$ cat config.mk
export PLATFORM = sky130hd
export DESIGN_NAME = cfaag_top
export DESIGN_NICKNAME = d
export VERILOG_FILES = /design/src/hdl/cfaag_pkg.sv /design/src/hdl/cfaag_top.sv
export VERILOG_INCLUDE_DIRS = /design/src /design/src/hdl
export SDC_FILE = /design/constraint.sdc
export NUM_CORES = 2
export LEC_CHECK = 0
export BUFFER_PORTS_ARGS = -buffer_cell sky130_fd_sc_hd__buf_2
export CAP_MARGIN = 10
export CORE_MARGIN = 1
export CORE_UTILIZATION = 35
export DETAILED_ROUTE_END_ITERATION = 8
export SYNTH_ARGS = -nofsm -noshare
export SYNTH_HDL_FRONTEND = slang
export SYNTH_SLANG_ARGS = --single-unit
$ cat constraint.sdc
create_clock -name pclk -period 12.66 [get_ports pclk]
set_clock_uncertainty 0.2 [all_clocks]
set_input_delay 0.633 -clock pclk [delete_from_list [all_inputs] [get_ports pclk]]
set_output_delay 0.633 -clock pclk [all_outputs]
set_load 0.005 [all_outputs]
$ cat src/hdl/cfaag_regs.svh
// Register offsets, reset values, vector limit and saturation values
`ifndef CFAAG_REGS_SVH
`define CFAAG_REGS_SVH
// Summary of operation
// - Stop-control bit 0 lets the halt instruction stop the clock; 1 makes it a no-op
// - Set mac overflow flag on overflow into accumulator sign bit 35
// - Set half-carry on carry out of bit 3 in byte BCD addition
// - Set extension overflow flag on overflow into accumulator bit 31
// - Negative follows result MSB; zero set when every result bit is zero
// - Set overflow flag on two's complement overflow
// - Carry records carry or borrow and links multiword shifts and rotates
// - Flags high byte S,MV,H,EV,N,Z,V,C; low byte mask, saturate, bank
// - Three-bit priority mask holds the current interrupt level, zero to seven
// - Saturate bit plus any overflow clamps the saturated accumulator read to signed extremes
// - Program bank field prefixes the program counter giving 20-bit fetch address
// - Bytes anywhere, words by low byte, fetches aligned, odd words split
// - Every mode makes 16 address bits, bank field adds four more
// - Bank crossing changes upper address bits but never the bank field; relative branches wrap the 16-bit counter inside the bank instead
// - Immediate address is byte after opcode; short immediates are sign-extended
// - Extended mode prefixes the extended bank field to the operand word
// - Indexed modes add unsigned 8-bit or signed 16-bit offset to index
// - Jump indexed mode adds a signed 20-bit offset to the index
// - Accumulator offset adds E to an index and leaves D untouched
// - Branches add signed offset to counter only when the condition holds
// - Moves use X as address first, then add signed 8-bit offset to X
// - First 512 bytes of page zero are vectors; Z loads from reset values
`define CFAAG_FLG_OFF    8'h00
`define CFAAG_XPTR_OFF   8'h04
`define CFAAG_YPTR_OFF   8'h08
`define CFAAG_ZPTR_OFF   8'h0c
`define CFAAG_PC_OFF     8'h10
`define CFAAG_ACC_OFF    8'h14
`define CFAAG_EXTB_OFF   8'h18
`define CFAAG_ALU_OFF    8'h1c
`define CFAAG_OPND_OFF   8'h20
`define CFAAG_AMLO_OFF   8'h24
`define CFAAG_AMHI_OFF   8'h28
`define CFAAG_AMSAT_OFF  8'h2c
`define CFAAG_EACMD_OFF  8'h30
`define CFAAG_EARES_OFF  8'h34
`define CFAAG_FLG_RST    16'h00e0
`define CFAAG_ZK_RST     4'h0
`define CFAAG_IZ_RST     16'h0000
`define CFAAG_VEC_LIMIT  20'h00200
`define CFAAG_SAT_POS    20'h07fff
`define CFAAG_SAT_NEG    20'hf8000
`endif

$ cat src/hdl/cfaag_pkg.sv
// Types shared by the flags and address generation block
package cfaag_pkg;
    typedef struct packed {
        logic       s;
        logic       mv;
        logic       h;
        logic       ev;
        logic       n;
        logic       z;
        logic       v;
        logic       c;
        logic [2:0] intm;
        logic       sm;
        logic [3:0] pk;
    } cfaag_flags_type;

    typedef enum logic [3:0] {
        OP_ADD   = 4'b0000,
        OP_ADC   = 4'b0001,
        OP_SUB   = 4'b0010,
        OP_BCD   = 4'b0011,
        OP_ROL   = 4'b0100,
        OP_ROR   = 4'b0101,
        OP_ADDI8 = 4'b0110,
        OP_MAC   = 4'b0111,
        OP_HALT  = 4'b1000
    } cfaag_op_type;

    typedef enum logic [2:0] {
        EA_IMM   = 3'b000,
        EA_EXT   = 3'b001,
        EA_IND8  = 3'b010,
        EA_IND16 = 3'b011,
        EA_IND20 = 3'b100,
        EA_ACC   = 3'b101,
        EA_REL   = 3'b110,
        EA_POST  = 3'b111
    } cfaag_mode_type;

    typedef struct packed {
        logic [19:0]    off;
        logic [2:0]     rsv;
        logic           lng;
        logic           cond;
        logic           word;
        logic [1:0]     sel;
        logic           rsv2;
        cfaag_mode_type mode;
    } cfaag_eacmd_type;
endpackage : cfaag_pkg

$ cat src/hdl/cfaag_top.sv
// Processor flags register and effective address generator behind APB
//
// Local design decisions: the register offsets and register access over APB.
`timescale 1ns/1ps
`include "cfaag_regs.svh"
module cfaag_top
    import cfaag_pkg::*;
#(
    parameter logic [3:0]  ZK_RESET = `CFAAG_ZK_RST,
    parameter logic [15:0] IZ_RESET = `CFAAG_IZ_RST
) (
    input  wire logic        pclk,
    input  wire logic        presetn,
    input  wire logic        psel,
    input  wire logic        penable,
    input  wire logic        pwrite,
    input  wire logic [7:0]  paddr,
    input  wire logic [31:0] pwdata,
    input  wire logic        wake_req,
    output logic [31:0]      prdata,
    output logic             pready,
    output logic             pslverr,
    output logic             clk_stop,
    output logic [19:0]      fetch_addr
);
    // ==========================================================
    // State
    cfaag_flags_type flags_r;
    logic [19:0]     xptr_r;
    logic [19:0]     yptr_r;
    logic [19:0]     zptr_r;
    logic [15:0]     pc_r;
    logic [15:0]     d_r;
    logic [15:0]     e_r;
    logic [3:0]      ek_r;
    logic [15:0]     opnd_r;
    logic [35:0]     am_r;
    logic            am_sign_r;
    logic [19:0]     ea_r;
    logic            ea_split_r;
    logic            ea_vec_r;
    logic            pready_r;
    logic [31:0]     prdata_r;
    logic            pslverr_r;
    logic            clk_stop_r;
    logic [19:0]     fetch_r;

    // ==========================================================
    // APB decode
    wire        acc_ph   = psel & penable & ~pready_r;
    wire        done     = psel & penable & pready_r;
    wire        wr       = done & pwrite;
    wire        wr_flg   = wr & (paddr == `CFAAG_FLG_OFF);
    wire        wr_x     = wr & (paddr == `CFAAG_XPTR_OFF);
    wire        wr_y     = wr & (paddr == `CFAAG_YPTR_OFF);
    wire        wr_z     = wr & (paddr == `CFAAG_ZPTR_OFF);
    wire        wr_pc    = wr & (paddr == `CFAAG_PC_OFF);
    wire        wr_acc   = wr & (paddr == `CFAAG_ACC_OFF);
    wire        wr_ek    = wr & (paddr == `CFAAG_EXTB_OFF);
    wire        wr_alu   = wr & (paddr == `CFAAG_ALU_OFF);
    wire        wr_opnd  = wr & (paddr == `CFAAG_OPND_OFF);
    wire        wr_ea    = wr & (paddr == `CFAAG_EACMD_OFF);
    // Unaligned or unmapped offsets answer with pslverr and change nothing
    wire        mapped   = (paddr[1:0] == 2'b00) && (paddr <= `CFAAG_EARES_OFF);

    // ==========================================================
    // Arithmetic
    cfaag_op_type op;
    assign op = cfaag_op_type'(pwdata[3:0]);
    wire        bsel     = pwdata[4];
    wire [16:0] add_s    = {1'b0, d_r} + {1'b0, opnd_r}
                         + {16'h0000, (op == OP_ADC) & flags_r.c};
    wire [16:0] sub_s    = {1'b0, d_r} - {1'b0, opnd_r};
    wire [7:0]  bcd_a    = bsel ? d_r[7:0] : d_r[15:8];
    wire [8:0]  bcd_s    = {1'b0, bcd_a} + {1'b0, opnd_r[7:0]};
    wire [4:0]  bcd_lo   = {1'b0, bcd_a[3:0]} + {1'b0, opnd_r[3:0]};
    // Short immediate widened before the add
    wire [15:0] imm8_sx  = {{8{opnd_r[7]}}, opnd_r[7:0]};
    wire [15:0] ai_src   = bsel ? e_r : d_r;
    wire [16:0] ai_s     = {1'b0, ai_src} + {1'b0, imm8_sx};
    wire [31:0] prod     = $signed(d_r) * $signed(e_r);
    wire [35:0] mac_s    = am_r + {{4{prod[31]}}, prod};
    wire        mac_mv   = (am_r[35] == prod[31]) && (mac_s[35] != am_r[35]);
    wire        mac_ev   = ~((&mac_s[35:31]) | ~(|mac_s[35:31]));

    logic [15:0] res;
    logic        res_c;
    logic        res_v;
    logic        res_byte;
    always_comb begin
        res      = add_s[15:0];
        res_c    = add_s[16];
        res_v    = (d_r[15] == opnd_r[15]) && (add_s[15] != d_r[15]);
        res_byte = 1'b0;
        unique case (op)
            OP_SUB: begin
                res   = sub_s[15:0];
                res_c = sub_s[16];
                res_v = (d_r[15] != opnd_r[15]) && (sub_s[15] != d_r[15]);
            end
            OP_BCD: begin
                res      = {bcd_s[7:0], 8'h00};
                res_c    = bcd_s[8];
                res_v    = (bcd_a[7] == opnd_r[7]) && (bcd_s[7] != bcd_a[7]);
                res_byte = 1'b1;
            end
            OP_ROL: begin
                res   = {d_r[14:0], flags_r.c};
                res_c = d_r[15];
                res_v = d_r[15] ^ d_r[14];
            end
            OP_ROR: begin
                res   = {flags_r.c, d_r[15:1]};
                res_c = d_r[0];
                res_v = d_r[0] ^ flags_r.c;
            end
            OP_ADDI8: begin
                res   = ai_s[15:0];
                res_c = ai_s[16];
                res_v = (ai_src[15] == imm8_sx[15]) && (ai_s[15] != ai_src[15]);
            end
            default: begin
            end
        endcase
    end
    // Mac, halt and spare codes leave N, Z, V, C and H alone
    wire arith = wr_alu & (op <= OP_ADDI8);
    wire res_z = res_byte ? (res[15:8] == 8'h00) : (res == 16'h0000);

    // ==========================================================
    // Effective address
    cfaag_eacmd_type cmd;
    assign cmd = cfaag_eacmd_type'(pwdata);
    wire [19:0] base     = (cmd.sel == 2'd1) ? yptr_r :
                           (cmd.sel == 2'd2) ? zptr_r : xptr_r;
    wire [19:0] pc_full  = {flags_r.pk, pc_r};
    wire [19:0] rel_off  = cmd.lng ? {{4{cmd.off[15]}}, cmd.off[15:0]}
                                   : {{12{cmd.off[7]}}, cmd.off[7:0]};
    wire [15:0] pc_br    = pc_r + rel_off[15:0];
    logic [19:0] ea_nxt;
    always_comb begin
        // 20-bit sums let the upper bits move across a bank edge
        unique case (cmd.mode)
            EA_IMM:   ea_nxt = pc_full + (cmd.lng ? 20'h00002 : 20'h00001);
            EA_EXT:   ea_nxt = {ek_r, cmd.off[15:0]};
            EA_IND8:  ea_nxt = base + {12'h000, cmd.off[7:0]};
            EA_IND16: ea_nxt = base + {{4{cmd.off[15]}}, cmd.off[15:0]};
            EA_IND20: ea_nxt = base + cmd.off;
            EA_ACC:   ea_nxt = base + {{4{e_r[15]}}, e_r};
            EA_REL:   ea_nxt = cmd.cond ? {flags_r.pk, pc_br} : pc_full;
            EA_POST:  ea_nxt = xptr_r;
        endcase
    end
    // Odd word access goes out as two byte cycles
    wire split_nxt = cmd.word & ea_nxt[0];
    wire vec_nxt   = ea_nxt < `CFAAG_VEC_LIMIT;

    // ==========================================================
    // Saturated accumulator view
    wire        sat      = flags_r.sm & (flags_r.mv | flags_r.ev);
    wire [19:0] sat_val  = am_sign_r ? `CFAAG_SAT_NEG : `CFAAG_SAT_POS;
    wire [19:0] am_view  = sat ? sat_val : am_r[35:16];

    logic [31:0] rd_nxt;
    always_comb begin
        unique case (paddr)
            `CFAAG_FLG_OFF:   rd_nxt = {16'h0000, flags_r};
            `CFAAG_XPTR_OFF:  rd_nxt = {12'h000, xptr_r};
            `CFAAG_YPTR_OFF:  rd_nxt = {12'h000, yptr_r};
            `CFAAG_ZPTR_OFF:  rd_nxt = {12'h000, zptr_r};
            `CFAAG_PC_OFF:    rd_nxt = {16'h0000, pc_r};
            `CFAAG_ACC_OFF:   rd_nxt = {d_r, e_r};
            `CFAAG_EXTB_OFF:  rd_nxt = {28'h0000000, ek_r};
            `CFAAG_OPND_OFF:  rd_nxt = {16'h0000, opnd_r};
            `CFAAG_AMLO_OFF:  rd_nxt = am_r[31:0];
            `CFAAG_AMHI_OFF:  rd_nxt = {28'h0000000, am_r[35:32]};
            `CFAAG_AMSAT_OFF: rd_nxt = {12'h000, am_view};
            `CFAAG_EARES_OFF: rd_nxt = {10'h000, ea_vec_r, ea_split_r, ea_r};
            default:          rd_nxt = 32'h00000000;
        endcase
    end

    // ==========================================================
    // Bus response
    // One wait state: pready rises after the first access edge
    wire [31:0] prdata_nxt  = acc_ph ? rd_nxt : 32'h00000000;
    wire        pslverr_nxt = acc_ph & ~mapped;
    always_ff @(posedge pclk or negedge presetn) begin
        if (!presetn) begin
            pready_r  <= 1'b0;
            prdata_r  <= 32'h00000000;
            pslverr_r <= 1'b0;
        end else begin
            pready_r  <= acc_ph;
            prdata_r  <= prdata_nxt;
            pslverr_r <= pslverr_nxt;
        end
    end

    // ==========================================================
    // Flags register
    cfaag_flags_type flags_nxt;
    logic            sign_nxt;
    wire             mac_wr    = wr_alu & (op == OP_MAC);
    // Sign is frozen at the first overflow so the clamp keeps its direction
    wire             mac_first = ~(flags_r.mv | flags_r.ev) & (mac_mv | mac_ev);
    always_comb begin
        flags_nxt = flags_r;
        sign_nxt  = am_sign_r;
        if (wr_flg) begin
            flags_nxt = cfaag_flags_type'(pwdata[15:0]);
        end else if (mac_wr) begin
            flags_nxt.mv = flags_r.mv | mac_mv;
            flags_nxt.ev = flags_r.ev | mac_ev;
            if (mac_first)
                sign_nxt = am_r[35];
        end else if (arith) begin
            flags_nxt.n = res[15];
            flags_nxt.z = res_z;
            flags_nxt.v = res_v;
            flags_nxt.c = res_c;
            if (op == OP_BCD)
                flags_nxt.h = bcd_lo[4];
        end
    end

    always_ff @(posedge pclk or negedge presetn) begin
        if (!presetn) begin
            flags_r   <= cfaag_flags_type'(`CFAAG_FLG_RST);
            am_sign_r <= 1'b0;
        end else begin
            flags_r   <= flags_nxt;
            am_sign_r <= sign_nxt;
        end
    end

    // ==========================================================
    // Data and address registers
    // Post-modify moves only the index half, so the bank stays put
    wire [15:0] xidx_post = xptr_r[15:0] + {{8{cmd.off[7]}}, cmd.off[7:0]};
    wire        x_post    = wr_ea & (cmd.mode == EA_POST);
    wire        pc_take   = wr_ea & (cmd.mode == EA_REL) & cmd.cond;
    wire        bcd_wr    = arith & (op == OP_BCD);
    wire        e_imm_wr  = arith & (op == OP_ADDI8) & bsel;
    logic [19:0] xptr_nxt;
    logic [15:0] pc_nxt;
    logic [15:0] d_nxt;
    logic [15:0] e_nxt;
    assign xptr_nxt = wr_x   ? pwdata[19:0] :
                      x_post ? {xptr_r[19:16], xidx_post} : xptr_r;
    assign pc_nxt   = wr_pc   ? pwdata[15:0] :
                      pc_take ? pc_br : pc_r;
    always_comb begin
        d_nxt = d_r;
        e_nxt = e_r;
        if (wr_acc) begin
            d_nxt = pwdata[31:16];
            e_nxt = pwdata[15:0];
        end else if (bcd_wr & bsel) begin
            d_nxt[7:0] = res[15:8];
        end else if (bcd_wr) begin
            d_nxt[15:8] = res[15:8];
        end else if (e_imm_wr) begin
            e_nxt = res;
        end else if (arith) begin
            d_nxt = res;
        end
    end

    always_ff @(posedge pclk or negedge presetn) begin
        if (!presetn) begin
            xptr_r <= 20'h00000;
            yptr_r <= 20'h00000;
            zptr_r <= {ZK_RESET, IZ_RESET};
        end else begin
            xptr_r <= xptr_nxt;
            if (wr_y)
                yptr_r <= pwdata[19:0];
            if (wr_z)
                zptr_r <= pwdata[19:0];
        end
    end

    always_ff @(posedge pclk or negedge presetn) begin
        if (!presetn) begin
            pc_r <= 16'h0000;
            d_r  <= 16'h0000;
            e_r  <= 16'h0000;
        end else begin
            pc_r <= pc_nxt;
            d_r  <= d_nxt;
            e_r  <= e_nxt;
        end
    end

    always_ff @(posedge pclk or negedge presetn) begin
        if (!presetn) begin
            ek_r   <= 4'h0;
            opnd_r <= 16'h0000;
            am_r   <= 36'h000000000;
        end else begin
            if (wr_ek)
                ek_r <= pwdata[3:0];
            if (wr_opnd)
                opnd_r <= pwdata[15:0];
            if (mac_wr)
                am_r <= mac_s;
        end
    end

    // ==========================================================
    // Address result, halt and fetch
    // Halt request wins over a wake in the same cycle
    wire        halt_take = wr_alu & (op == OP_HALT) & ~flags_r.s;
    wire        stop_nxt  = halt_take | (clk_stop_r & ~wake_req);
    // Fetch drops the low counter bit so it stays word aligned
    wire [19:0] fetch_nxt = {pc_full[19:1], 1'b0};

    always_ff @(posedge pclk or negedge presetn) begin
        if (!presetn) begin
            ea_r       <= 20'h00000;
            ea_split_r <= 1'b0;
            ea_vec_r   <= 1'b0;
        end else if (wr_ea) begin
            ea_r       <= ea_nxt;
            ea_split_r <= split_nxt;
            ea_vec_r   <= vec_nxt;
        end
    end

    always_ff @(posedge pclk or negedge presetn) begin
        if (!presetn) begin
            clk_stop_r <= 1'b0;
            fetch_r    <= 20'h00000;
        end else begin
            clk_stop_r <= stop_nxt;
            fetch_r    <= fetch_nxt;
        end
    end

    assign prdata     = prdata_r;
    assign pready     = pready_r;
    assign pslverr    = pslverr_r;
    assign clk_stop   = clk_stop_r;
    assign fetch_addr = fetch_r;
endmodule : cfaag_top

==> After elaboration in Yosys (flattened, before gate mapping) <==
Index checks and enable logic that the tools add are counted.
{ "totals": {"ff_bits": 257, "elab_cells": 209, "output_inout_bits": 55} }
{ "op_classes": {"multipliers": 1, "bitwise": 47, "mux": 40, "n_eq_ne": 46, "add_sub_neg": 14, "n_lt_le_gt_ge": 3, "n_reduce_logical": 27} }
{ "ops": {"columns": ["operator", "n"], "rows": [
  ["32-bit one-hot mux with 12 select lines", 1],
  ["16-bit two-way mux", 13],
  ["20-bit one-hot mux with 8 select lines", 1],
  ["20-bit two-way mux", 5],
  ["16-bit one-hot mux with 5 select lines", 1],
  ["20-bit adder", 3],
  ["8-bit by 6-bit == test with 1-bit output (second input constant)", 6],
  ["8-bit two-way mux", 5],
  ["36-bit adder", 1],
  ["16-bit by 16-bit adder with 17-bit output", 2],
  ["16-bit adder", 2],
  ["8-bit by 5-bit == test with 1-bit output (second input constant)", 4],
  ["16-bit by 16-bit multiplier with 32-bit output", 1],
  ["32-bit two-way mux", 1],
  ["1-bit AND", 31],
  ["20-bit by 2-bit adder with 20-bit output", 1],
  ["20-bit by 8-bit adder with 20-bit output", 1],
  ["20-bit by 10-bit less-than comparator with 1-bit output (second input constant)", 1],
  ["17-bit by 1-bit adder with 17-bit output", 1],
  ["16-bit by 16-bit subtractor with 17-bit output", 1],
  ["4-bit by 3-bit == test with 1-bit output (second input constant)", 4],
  ["8-bit by 4-bit == test with 1-bit output (second input constant)", 2],
  ["16-bit zero test", 1],
  ["8-bit zero test", 2],
  ["35 further kinds", 87]
]} }

==> Depth between registers and ports, before layout <==
{ "depth": {"word_depth": 11, "depth_mapped": 40, "ltp_nobuf": 37} }

==> Least setup slack after synthesis <==
Ideal clock, no wire load.
{ "synth_path": {"kind": "reg-to-reg", "startpoint": "register d_r[9]", "endpoint": "register am_sign_r", "path_stages_with_launch": 37, "slack_ns": 3.378, "n_path_buf": 3, "arrival_time_ns": 9.011, "required_time_ns": 12.389, "path_cell_list": "dfrtp_1 -> clkbuf_1 -> clkbuf_1 -> nand2_1 -> fa_1 -> fa_1 -> fa_1 -> inv_1 -> ha_1 -> fa_1 -> inv_1 -> fa_1 -> inv_1 -> ha_1 -> or3_1 -> a2111oi_0 -> o31ai_1 -> a31oi_1 -> a221oi_1 -> a21o_1 -> a41o_1 -> a21oi_1 -> xnor2_1 -> ha_1 -> clkbuf_1 -> nand4_1 -> nand2b_1 -> or4b_2 -> o2111ai_1 -> a2111oi_0 -> nor2_1 -> xnor2_1 -> nand2_1 -> or3_1 -> mux2_2 -> a2bb2oi_1 -> nand4_1"} }
{ "synth_between": {"elab_chain_len": 9, "word_cells_on_any_way": 13, "classes_between": "1 x add/sub; 1 x mul; 2 x eq/ne; 5 x bitwise; 4 x reduce/logical"} }
{ "synth_lines": {"columns": ["element", "line_no", "source"], "rows": [
  ["start, declared", "cfaag_top.sv:33", "logic [15:0] d_r;"],
  ["start signal, assigned", "cfaag_top.sv:291", "d_r <= d_nxt;"],
  ["16-bit by 16-bit multiplier with 32-bit output *", "cfaag_top.sv:81", "wire [31:0] prod = $signed(d_r) * $signed(e_r);"],
  ["36-bit adder", "cfaag_top.sv:82", "wire [35:0] mac_s = am_r + {{4{prod[31]}}, prod};"],
  ["5-bit OR reduction", "cfaag_top.sv:84", "wire mac_ev = ~((&mac_s[35:31]) | ~(|mac_s[35:31]));"],
  ["1-bit inverter", "cfaag_top.sv:84", null],
  ["1-bit OR", "cfaag_top.sv:84", null],
  ["1-bit inverter", "cfaag_top.sv:84", null],
  ["1-bit OR *", "cfaag_top.sv:206", "wire mac_first = ~(flags_r.mv | flags_r.ev) & (mac_mv | mac_ev);"],
  ["1-bit AND *", "cfaag_top.sv:206", null],
  ["3-bit AND reduction (no source line) *", null, null],
  ["end signal, assigned", "cfaag_top.sv:233", "am_sign_r <= sign_nxt;"],
  ["end, declared", "cfaag_top.sv:38", "logic am_sign_r;"]
]} }
Mark *: on every way between the ends. The rest lies on a longest branch, timed or not.
A chain may end at the register's enable or synchronous reset.

==> Final worst setup path <==
{ "layout_path": {"startpoint": "register d_r[10]", "endpoint": "register am_sign_r"} }
Same word-level chain as after synthesis.

==> results.yml <==
critical_path:
  cp-start-kind: "flop"
  critical_path.startpoint: "d_r[10]"
  cpPeakStageDelay_ns: 1.03
  cp-end-kind: "flop"
  cpMostUsedCell: "fa_1"
  crit_fanout: 23
  cp.required_ns: 12.99
  setup.worst_path.class: "reg2reg"
  critPathArrivalTime_ns: 10.72
  r2r-start: "d_r[10]"
  slowest_stage: "dfrtp_1"
detailed_routing:
  routed-via-count: 26773
  detail_route.drc_violations: 0
  routed.top_layer: "met5"
  wl_met1_um: 47400
  wl_met3_um: 11000
  drtIter0Drc: 2970
  totalWireLength_um: 111000
  ant_nets: 0
  met2_length_um: 47700
  vias_per_cell: 5.75
  wl_per_cell_um: 23.8
  drtPass1Iterations: 6
clock_tree:
  tritoncts: "built"
  clk_pin_slew_ns: 0.07
  cts_root_buf: "clkbuf_16"
  clk_latency_ns: 0.61
  clockBufferDepth: 3
  cts_buffers: 29
  cts_resized: 0
  clock-sinks: 257
  htree_levels: 1
min_path:
  min_path_type: "in2reg"
  hp-start: "wake_req"
cells_and_area:
  final_util_pct: 38.5
  diodes: 0
  final_nets: 4039
  final_layout_size_suffix_gt1_share_pct: 8.96
  areaGrowthSynthToFinish_pct: 9.13
synthesis:
  synth_top_area_share_pct: 21.2
  yosys_most_used_dff: "dfrtp_1"
  synth_seq_cells: 257
  synth_edf_count: 0
  post_synth.cell_area_avg_um2: 8.60
  ys_types: 85
  seq_area_frac_synth_pct: 21.4
  syn_inst: 3491
  synthArstFlopShare_pct: 100
  synth.largest_area_cell: "dfrtp_1"
  yosys-top-cells-area: "dfrtp_1, fa_1, ha_1, nand2_1, inv_1"
  synth_area_um2: 30000
  synth_nets: 4038
  ys_warn_count: 0
sta:
  rsz0062_at_grt: "false"
  setup_tns_ns: 0
  setup_viol: 0
  worst_pin_slew_ns: 1.18
  fmax_mhz: 96.3
  final_max_slew_viol_count: 0
  period_share_pct: 82.0
  layout_min_cycle_time_ns: 10.38
  relSlewSlack_pct: 21.1
  hold_viol: 0
  hold_ws_ns: 0.0381
run_status:
  outcome: "complete, no violations"
die:
  die_h_um: 295
  initial_core_util_pct: 35.3
  fp.coreArea_um2: 85000
  die_area_um2: 87000
  die_w_um: 295
  core.rowCount: 107
  ios: 101
grt:
  grt_overflow_total: 0
  antenna_found_initial: 6
  grt_pass1_vias: 26254
  grt_max_degree: 81
  grt_pass1_wl_um: 168000
  grtUsageTotal_pct: 25.6
placement:
  place_congestion: 1.00
  dp_hpwl_um: 84200
  portBuffers: 99
power:
  ir_drop_mv: 0.124
  p_leak_nw: 15.9
  powerDensity_nw_per_um2: 61.9
run:
  drv_cap: 0
==> metal layers <==
| layer | vias up | GRT usage, % |
|---|---|---|
| li1 | 12053 | - |
| met1 | 13194 | 35.8 |
| met2 | 1301 | 39.0 |
| met3 | 223 | 4.83 |
| met4 | 2 | 9.57 |
| met5 | - | 0 |
==> flip-flops by register name (all words and copies together) (netlist names), 19 cells and up <==
signal	cells
ea_r	20
fetch_addr	19
xptr_r	20
yptr_r	20
zptr_r	20
am_r	36
prdata	32
==> cell usage after synthesis, types with 25 or more instances <==
library cell    n
nand2_1       425
a22oi_1        77
or3_1          25
fa_1          272
nor3_1         57
clkbuf_1      170
and2_1        128
o21ai_0       194
dfrtp_1       254
nand2b_1       42
ha_1          229
a22o_1         36
inv_1         371
xor2_1         46
a31oi_1        35
xnor2_1        93
o22ai_1        29
nor2_1        232
a221oi_1       62
a21oi_1       149
mux2_2         69
nand3_1        61
a21o_1         53
==> power breakdown <==
part | leakage, nW | internal, W | switching, W
combinational | 11.9 | 0.0000759 | 0.000170
sequential | 3.57 | 0.000824 | 0.00000663
clock | 0.504 | 0.000556 | 0.000395
==> area by class of cell <==
cell class / count / area, um2
Clock buffer: 38 / 810
Clock inverter: 16 / 238
Fill cell: 8733 / 52200
Inverter: 371 / 1390
Multi-Input combinational cell: 2677 / 21500
Sequential cell: 257 / 6430
Tap cell: 1144 / 1430
Timing Repair Buffer: 156 / 940
==> kinds of logic after synthesis <==
logic type                 synth area share, %
DFF                                       21.4
buffers and inverters                     7.04
and+or+nand+nor                           17.1
AOI/OAI and AO/OA                         19.5
adders and majority gates                 27.7
other                                   0.0125
xor gates and xnor gates                  4.05
muxes                                     3.25
==> stage by stage <==
step | total power (W) | area, um2 | setup WS, ns | std cells
2_1_floorplan | 0.000980 | 30000 | 3.38 | 3491
4_1_cts | 0.00203 | 32800 | 2.34 | 4658
6_report | 0.00203 | 32800 | 2.28 | 4659
3_3_place_gp | 0.00108 | 31700 | 2.50 | 4603
5_1_grt | 0.00208 | 32800 | 1.67 | 4659
3_5_place_dp | 0.00108 | 31700 | 2.38 | 4603
==> timing repair <==
item                                   CTS  global route
buffers inserted                         0             0
endpoints found under the hold margin   76             0
hold buffers                             1             0
==> worst max-delay path: cells and delay by family (launching register included) <==
family | cells | cell delay (ns)
DFF | 1 | 1.03
AOI/OAI and AO/OA | 12 | 3.26
muxes | 1 | 0.29
xor gates and xnor gates | 2 | 0.53
and+or+nand+nor | 8 | 1.11
adders and majority gates | 8 | 3.68
buffers and inverters | 4 | 0.20
==> worst paths after layout <==
check	slack, ns	cells past startpoint	to
max reg2reg	2.28	35	am_sign_r
min reg2reg	0.28	2	flags_r[5]
min	0.04	2	clk_stop
max	2.28	35	am_sign_r
max in group asynchronous	10.53	3	prdata[31]
min in group asynchronous	0.35	2	pc_r[12]
==> layout by cell type, fill, tap and decap left out, drive strengths merged, types with 129 or more instances in the layout <==
master,n
fa,272
dfrtp,254
and2,129
ha,229
nand2,425
inv,374
buf,155
nor2,232
o21ai,195
a21oi,149
(Power assumes the default switching activity.)
